$ cat src/hdl/rsm_pkg.sv
// Purpose: Shared constants and types for the rail sequence slot monitor.
// Assumes: 100 MHz clock, 8-bit register data, 10-bit register address.
// Notes:   The package holds every offset, field position and count.
package rsm_pkg;

  // ****************************************************************
  // Register map
  // ****************************************************************
  localparam logic [9:0] ADDR_ORDER = 10'h232;
  localparam logic [9:0] ADDR_SLOT1 = 10'h233;
  localparam logic [9:0] ADDR_SLOT2 = 10'h234;
  localparam logic [9:0] ADDR_SLOT3 = 10'h235;
  localparam logic [9:0] ADDR_TEST = 10'h240;
  localparam logic [7:0] RESET_VALUE = 8'h00;

  // ****************************************************************
  // Field layout
  // ****************************************************************
  localparam int RAIL4_LSB = 4;
  localparam int RAIL3_LSB = 0;
  localparam int FORCE_BIT = 0;
  localparam logic [2:0] ORDER_OFF = 3'h0;
  localparam logic [2:0] ORDER_FIRST = 3'h1;
  localparam logic [2:0] ORDER_MAX = 3'h5;
  localparam logic [7:0] COUNT_MAX = 8'hff;

  // ****************************************************************
  // Timing
  // ****************************************************************
  localparam int CLK_MHZ = 100;
  localparam int TICK_US = 100;
  localparam int TICK_CYCLES = TICK_US * CLK_MHZ;

  // ****************************************************************
  // Types
  // ****************************************************************
  typedef enum logic [1:0] {
    RSM_IDLE = 2'b01,
    RSM_RUN = 2'b10
  } rsm_state_t;

  typedef struct packed {
    logic [9:0] addr;
    logic wr;
    logic rd;
    logic [7:0] wdata;
  } rsm_reg_req_t;

  typedef struct packed {
    logic buck_boost_rail;
    logic linear_rail_three;
    logic linear_rail_four;
    logic slot_boundary;
  } rsm_rails_t;

endpackage

$ cat src/hdl/rsm_slot_timer.sv
// Purpose: Saturating 8-bit count of measurement ticks for one slot.
// Assumes: tick is a one-cycle pulse; clear starts a new sequence.
// Notes:   The count holds once active drops until the next clear.
`timescale 1ns/1ps
`default_nettype none
module rsm_slot_timer (
  input wire logic clk,
  input wire logic rst_b,
  input wire logic ce,
  input wire logic clear,
  input wire logic active,
  input wire logic tick,
  output logic [7:0] count
);

  typedef struct packed {
    logic [7:0] count;
  } rsm_timer_st_t;

  rsm_timer_st_t st;
  rsm_timer_st_t next_st;

  // Clear wins, then count ticks while the slot runs, stopping at 255.
  always_comb begin
    next_st = st;
    if (clear) begin
      next_st.count = rsm_pkg::RESET_VALUE;
    end else if (active && tick && st.count != rsm_pkg::COUNT_MAX) begin
      next_st.count = st.count + 8'h01;
    end
  end

  // State register, frozen while the clock enable is low.
  always_ff @(posedge clk or negedge rst_b) begin
    if (!rst_b) begin
      st <= '0;
    end else if (ce) begin
      st <= next_st;
    end
  end

  assign count = st.count;

  // ****************************************************************
  // Checks
  // ****************************************************************
  property p_timer_step;
    @(posedge clk) disable iff (!rst_b)
    ce && !clear && active && tick && count != 8'hff |=> count == $past(count) + 8'h01;
  endproperty
  a_timer_step: assert property (p_timer_step) else $error("timer missed a tick");

  property p_timer_sat;
    @(posedge clk) disable iff (!rst_b)
    ce && !clear && count == 8'hff |=> count == 8'hff;
  endproperty
  a_timer_sat: assert property (p_timer_sat) else $error("timer wrapped");

  property p_timer_hold;
    @(posedge clk) disable iff (!rst_b)
    ce && !clear && !active |=> $stable(count);
  endproperty
  a_timer_hold: assert property (p_timer_hold) else $error("timer moved idle");

endmodule
`default_nettype wire

$ cat src/hdl/rsm_monitor.sv
// Purpose: Independent monitor of rail power-up order and slot lengths.
// Assumes: Rail inputs are synchronous levels; slot_boundary pulses once
//          when the sequencer moves to its next slot.
// Notes:   Register port reads answer one cycle after the request.
//
// Function
// - Rail four order in bits six to four.
// - Rail three order in bits two to zero.
// - Same slot same order; advance between slots.
// - Slot one timed independently of the sequencer.
// - Slot lengths are 8-bit counts of ticks.
// - Tick of 100 us from the local clock.
// - Slots two and three timed likewise.
// - Test bit forces the parity check to fail.
// - Buck-boost rail always takes order one.
`timescale 1ns/1ps
`default_nettype none
module rsm_monitor #(
  parameter int TICK_CYCLES = rsm_pkg::TICK_CYCLES
) (
  input wire logic clk,
  input wire logic rst_b,
  input wire logic ce,
  input wire rsm_pkg::rsm_rails_t rails,
  input wire rsm_pkg::rsm_reg_req_t req,
  output logic [7:0] rdata,
  output logic rvalid,
  output logic parity_force_fail
);

  typedef struct packed {
    rsm_pkg::rsm_state_t state;
    logic [15:0] tick_cnt;
    logic tick;
    logic [2:0] order;
    logic bb_q;
    logic r3_q;
    logic r4_q;
    logic [2:0] rail3_order_field;
    logic [2:0] rail4_order_field;
    logic force_fail;
    logic [7:0] rdata;
    logic rvalid;
  } rsm_mon_st_t;

  localparam logic [15:0] TICK_LAST = 16'(TICK_CYCLES - 1);

  rsm_mon_st_t st;
  rsm_mon_st_t next_st;
  logic start;
  logic [2:0] cur_order;
  logic [2:0] active;
  logic [7:0] slot1_duration_count;
  logic [7:0] slot2_duration_count;
  logic [7:0] slot3_duration_count;

  // The buck-boost rail starting marks a new power-up sequence.
  assign start = rails.buck_boost_rail && !st.bb_q;
  assign cur_order = start ? rsm_pkg::ORDER_FIRST : st.order;

  // A slot is timed while the order counter sits on its number.
  assign active[0] = st.state == rsm_pkg::RSM_RUN && st.order == 3'h1;
  assign active[1] = st.state == rsm_pkg::RSM_RUN && st.order == 3'h2;
  assign active[2] = st.state == rsm_pkg::RSM_RUN && st.order == 3'h3;

  // ****************************************************************
  // Sequence tracking and register port
  // ****************************************************************
  // Next-state logic for order, tick, rail fields and register access.
  always_comb begin
    next_st = st;
    next_st.bb_q = rails.buck_boost_rail;
    next_st.r3_q = rails.linear_rail_three;
    next_st.r4_q = rails.linear_rail_four;
    // Free tick divider, realigned at each sequence start.
    next_st.tick = 1'b0;
    if (start || st.tick_cnt == TICK_LAST) begin
      next_st.tick_cnt = 16'h0000;
      next_st.tick = !start;
    end else begin
      next_st.tick_cnt = st.tick_cnt + 16'h0001;
    end
    case (st.state)
      rsm_pkg::RSM_IDLE: begin
        if (start) begin
          next_st.state = rsm_pkg::RSM_RUN;
          next_st.order = rsm_pkg::ORDER_FIRST;
        end
      end
      rsm_pkg::RSM_RUN: begin
        if (!rails.buck_boost_rail) begin
          next_st.state = rsm_pkg::RSM_IDLE;
          next_st.order = rsm_pkg::ORDER_OFF;
        end else if (rails.slot_boundary && st.order != rsm_pkg::ORDER_MAX) begin
          next_st.order = st.order + 3'h1;
        end
      end
      default: begin
        next_st.state = rsm_pkg::RSM_IDLE;
      end
    endcase
    // Rails take the order of the slot they start in; off reads zero.
    if (!rails.linear_rail_three) begin
      next_st.rail3_order_field = rsm_pkg::ORDER_OFF;
    end else if (!st.r3_q) begin
      next_st.rail3_order_field = cur_order;
    end
    if (!rails.linear_rail_four) begin
      next_st.rail4_order_field = rsm_pkg::ORDER_OFF;
    end else if (!st.r4_q) begin
      next_st.rail4_order_field = cur_order;
    end
    if (req.wr && req.addr == rsm_pkg::ADDR_TEST) begin
      next_st.force_fail = req.wdata[rsm_pkg::FORCE_BIT];
    end
    next_st.rvalid = req.rd;
    next_st.rdata = rsm_pkg::RESET_VALUE;
    if (req.rd) begin
      case (req.addr)
        rsm_pkg::ADDR_ORDER: begin
          next_st.rdata[rsm_pkg::RAIL4_LSB +: 3] = st.rail4_order_field;
          next_st.rdata[rsm_pkg::RAIL3_LSB +: 3] = st.rail3_order_field;
        end
        rsm_pkg::ADDR_SLOT1: next_st.rdata = slot1_duration_count;
        rsm_pkg::ADDR_SLOT2: next_st.rdata = slot2_duration_count;
        rsm_pkg::ADDR_SLOT3: next_st.rdata = slot3_duration_count;
        rsm_pkg::ADDR_TEST: begin
          next_st.rdata[rsm_pkg::FORCE_BIT] = st.force_fail;
        end
        default: next_st.rdata = rsm_pkg::RESET_VALUE;
      endcase
    end
  end

  // State register, frozen while the clock enable is low.
  always_ff @(posedge clk or negedge rst_b) begin
    if (!rst_b) begin
      st <= '0;
      st.state <= rsm_pkg::RSM_IDLE;
    end else if (ce) begin
      st <= next_st;
    end
  end

  // ****************************************************************
  // Slot timers
  // ****************************************************************
  // One timer for each of slots one to three, separate from the sequencer's own timing.
  rsm_slot_timer u_slot1 (
    .clk(clk), .rst_b(rst_b), .ce(ce), .clear(start),
    .active(active[0]), .tick(st.tick), .count(slot1_duration_count)
  );
  rsm_slot_timer u_slot2 (
    .clk(clk), .rst_b(rst_b), .ce(ce), .clear(start),
    .active(active[1]), .tick(st.tick), .count(slot2_duration_count)
  );
  rsm_slot_timer u_slot3 (
    .clk(clk), .rst_b(rst_b), .ce(ce), .clear(start),
    .active(active[2]), .tick(st.tick), .count(slot3_duration_count)
  );

  assign rdata = st.rdata;
  assign rvalid = st.rvalid;
  assign parity_force_fail = st.force_fail;

  // ****************************************************************
  // Checks
  // ****************************************************************
  logic [9:0] last_addr;
  always_ff @(posedge clk or negedge rst_b) begin
    if (!rst_b) begin
      last_addr <= 10'h000;
    end else if (ce) begin
      last_addr <= req.addr;
    end
  end

  property p_first_order;
    @(posedge clk) disable iff (!rst_b)
    ce && start |=> st.order == 3'h1 && st.state == rsm_pkg::RSM_RUN;
  endproperty
  a_first_order: assert property (p_first_order) else $error("first order not one");

  property p_order_steady;
    @(posedge clk) disable iff (!rst_b)
    ce && !start && !rails.slot_boundary && rails.buck_boost_rail |=> $stable(st.order);
  endproperty
  a_order_steady: assert property (p_order_steady) else $error("order moved in slot");

  property p_rail3_off;
    @(posedge clk) disable iff (!rst_b)
    ce && !rails.linear_rail_three |=> st.rail3_order_field == 3'h0;
  endproperty
  a_rail3_off: assert property (p_rail3_off) else $error("rail three not zero");

  property p_rail4_take;
    @(posedge clk) disable iff (!rst_b)
    ce && rails.linear_rail_four && !st.r4_q |=> st.rail4_order_field == $past(cur_order);
  endproperty
  a_rail4_take: assert property (p_rail4_take) else $error("rail four order wrong");

  property p_force_write;
    @(posedge clk) disable iff (!rst_b)
    ce && req.wr && req.addr == rsm_pkg::ADDR_TEST |=>
      parity_force_fail == $past(req.wdata[rsm_pkg::FORCE_BIT]);
  endproperty
  a_force_write: assert property (p_force_write) else $error("force bit not written");

  property p_reserved_zero;
    @(posedge clk) disable iff (!rst_b)
    rvalid && last_addr == rsm_pkg::ADDR_ORDER |->
      rdata[7] == 1'b0 && rdata[3] == 1'b0;
  endproperty
  a_reserved_zero: assert property (p_reserved_zero) else $error("reserved bit set");

  property p_tick_alone;
    @(posedge clk) disable iff (!rst_b)
    ce && st.tick |=> !st.tick;
  endproperty
  a_tick_alone: assert property (p_tick_alone) else $error("tick too long");

  property p_slot1_read;
    @(posedge clk) disable iff (!rst_b)
    ce && req.rd && req.addr == rsm_pkg::ADDR_SLOT1 |=>
      rvalid && rdata == $past(slot1_duration_count);
  endproperty
  a_slot1_read: assert property (p_slot1_read) else $error("slot one read wrong");

endmodule
`default_nettype wire

$ cat config.mk
export PLATFORM = sky130hd
export DESIGN_NAME = rsm_monitor
export DESIGN_NICKNAME = d
export VERILOG_FILES = /design/src/hdl/rsm_pkg.sv /design/src/hdl/rsm_slot_timer.sv /design/src/hdl/rsm_monitor.sv
export SDC_FILE = /design/constraint.sdc
export NUM_CORES = 1
export LEC_CHECK = 0
export ABC_AREA = 1
export BUFFER_PORTS_ARGS = -buffer_cell sky130_fd_sc_hd__buf_2
export CAP_MARGIN = 20
export CORE_ASPECT_RATIO = 0.5
export CORE_MARGIN = 2
export CORE_UTILIZATION = 32
export CTS_CLUSTER_DIAMETER = 120
export DETAILED_ROUTE_END_ITERATION = 12
export PLACE_DENSITY_LB_ADDON = 0.12
export SETUP_SLACK_MARGIN = 0.3
export SYNTH_ARGS = -nofsm -noshare
export SYNTH_HDL_FRONTEND = slang
export SYNTH_SLANG_ARGS = --single-unit
$ cat constraint.sdc
create_clock -name clk -period 2.2 [get_ports clk]
set_input_delay 0.22 -clock clk [delete_from_list [all_inputs] [get_ports clk]]
set_output_delay 0.22 -clock clk [all_outputs]
set_load 0.005 [all_outputs]
==> flow_metrics.tcl <==
set metrics [dict create \
    io_pins 37 \
    ff2ff_setup_slack_ps 480 \
    ys_ff_latch 65 \
    ys_seq_area_frac 0.415 \
    tns_ps 0 \
    place_hpwl_mm 6.92 \
    placed_area_um2 4240 \
    tightest_slew_ps 534 \
    cpPeakStageDelay_ps 540 \
    max_freq_ghz 0.580 \
    clock_skew_ps 8.37 \
    comb_power_share 0.167 \
    synth.yosys.warnings 0 \
    gr-total-overflow 0 \
    wl_per_cell_um 13.1 \
    slew_headroom 0.641 \
    min_to "parity_force_fail" \
    io_buffers 29 \
    fin_crit_sh 0.784 \
    p_leak_nw 2.22 \
    first_pass_iters 4 \
    cp_top_family "flip-flops" \
    grt_pass1_vias 3210 \
    critPathRequiredTime_ps 2410 \
    final_area_um2 4590 \
    initial_utilization 0.331 \
    status "finished clean" \
    routabilityCongestion 0.834 \
    synth-edff-count 0 \
    setup_viol_count_final 0 \
    power.internal_mw 2.65 \
    finalCriticalPeriod_ps 1720 \
    cts.sinks 65 \
    drive_above_1_share 0.127 \
    cts.reportedPaths.clkPinSlew_ps 60 \
    die-width_um 161 \
    netlist_area_um2 3930 \
    coreArea_um2 11900 \
    dp.cells 721 \
    slew_violations 0 \
    synth.most_common_cell "nand2_1" \
    cp_num_buf_inv 2 \
    drt_iter0_markers 211 \
    rr_startpoint "st[39]" \
    drc 0 \
    die_area_um2 13200 \
    hp-start "req[0]" \
    hold_class "primary input to flop" \
    min_path_cells 3 \
    synthArstFlopShare 1.00 \
    grt_pass1_wl_mm 16.2 \
    final_cells 738 \
    cts_tree "done" \
    yosysTopAreaCell "dfrtp_1" \
    cts_buffers 9 \
    vias 3427 \
    rr_worst_depth 8 \
    antenna_found_initial 0 \
    track_usage 0.158 \
    crit_path_end_kind "flop" \
    root_buffer "clkbuf_16" \
    grt_start_max_net_pins 66 \
    ir_drop_v 0.000342 \
    insertion_delay_ps 340 \
    cp_max_fo 9 \
    viasPerCell 4.64 \
    synth.area.top_cells "dfrtp_1, nand2_1, nand3_1, inv_1, nor2_1" \
    final_nets 605 \
    postCtsSetupBuffers 0 \
    antenna_cells 0 \
    ys_top_cells_by_count "nand2_1, nand3_1, dfrtp_1" \
    rows 28 \
    crit_chain "inv_1 > ha_1 > nand2_1 > nor2_1 > nand2_1 > nand2_2 > inv_1 > o21ai_0" \
    power.switching_mw 1.16 \
    chipHeight_um 82.3 \
    clockBufferDepth 2 \
    pwr-share-clk 0.420 \
    hold_viol_final 0 \
    syn_to_final_growth_pct 16.8 \
    start_kind "flop" \
    routed_wl_mm 9.65 \
    power-per-cell-area_nw_per_um2 831 \
    seqPwrFrac 0.413 \
    reg2reg_to "u_slot3.count[5]" \
    utilization 0.386 \
    htree_levels 3 \
    maxCapViolCount 0 \
    synth_nets 575 \
    crit_slowest_cell "dfstp_2" \
    yosys_most_used_dff "dfrtp_1" \
    syn_inst 538 \
    ys_types 34 \
    avgSynthCellArea_um2 7.30 \
    critPathKind "flop to flop" \
    cp.arrival_ps 1930 \
    synth_top_area_frac 0.408 \
    final_antenna_net_count 0 \
    switching_share 0.305 \
    rsz0062_at_grt "false" \
]
worst max path at each step:
stage                      start          endpoint  cells past startpoint
final                     st[39]  u_slot3.count[5]                      8
after floorplan           st[39]            st[19]                      6
after global routing      st[39]  u_slot3.count[5]                      8
after CTS                 st[39]            st[21]                      6
after global placement    st[39]            st[19]                      6
after detailed placement  st[39]            st[21]                      6
repair_timing:
action / 4_1_cts / 5_1_grt
resized for setup: 0 / 2
hold buffers: 1 / 0
hold endpoints to repair: 64 / 0
endpoints found under the setup margin: 0 / 6
layout make-up:
| type | count | area [um2] |
|---|---|---|
| tap | 165 | 206 |
| inverter | 61 | 229 |
| fill | 1262 | 7290 |
| sequential | 65 | 1630 |
| clock inverter | 6 | 91.3 |
| multi-input combinational | 392 | 1960 |
| clock buffer | 10 | 239 |
| timing repair buffer | 39 | 235 |
power groups by stage:
stage | logic, mW | clock network (mW) | registers [mW]
finish | 0.638 | 1.60 | 1.57
global route | 0.747 | 1.69 | 1.61
CTS | 0.640 | 1.64 | 1.57
global placement | 0.630 | 0 | 1.60
floorplan | 0.475 | 0 | 1.53
detailed placement | 0.633 | 0 | 1.60
routing by layer:
layer / wire (um) / track usage
met2: 4170 / 0.254
met4: 108 / 0.0468
met5: 0 / 0
met3: 368 / 0.0375
met1: 5000 / 0.213
placed cells by master, fill, tap and decap left out, drive strengths merged, types with 2 or more instances in the layout:
cell type	count
a21oi	8
dfrtp	64
nand4	7
a22oi	2
nand3	76
xor2	11
nand3b	4
o21ai	33
nor3	9
bufinv	2
nand2	156
o22ai	8
clkbuf	10
ha	10
clkinvlp	3
buf	38
o21bai	2
inv	61
nor3b	5
nor2	54
xnor2	3
through the flow:
stage	hold WS [ps]	setup WS [ps]	total power [mW]
after floorplan	-75.6	656	2.00
after CTS	121	435	3.85
after detailed placement	280	443	2.23
final	128	475	3.81
after global placement	277	478	2.23
after global routing	128	335	4.05
sequential cells by signal, summed over array words and instances (netlist names):
| register | cells |
|---|---|
| st | 31 |
| u_slot3.count | 8 |
| rvalid | 1 |
| u_slot1.count | 8 |
| parity_force_fail | 1 |
| u_slot2.count | 8 |
| rdata | 8 |
kinds of logic after synthesis:
| kind of cell | count (synthesis) | synth area share |
|---|---|---|
| XOR/XNOR | 14 | 0.0312 |
| AND/OR/NAND/NOR | 313 | 0.354 |
| adder cells (fa/ha/maj) | 10 | 0.0319 |
| flip-flops | 65 | 0.415 |
| buffers and inverters | 81 | 0.0895 |
| AO/OA/AOI/OAI | 55 | 0.0790 |
worst reg2reg max path, cell delays in order, from the launching register on:
cell and delay, ps:
dfstp_2 540, inv_1 40, ha_1 240, nand2_1 140, nor2_1 110, nand2_1 90, nand2_2 110, inv_1 200
o21ai_0 120
(Power assumes the default switching activity.)
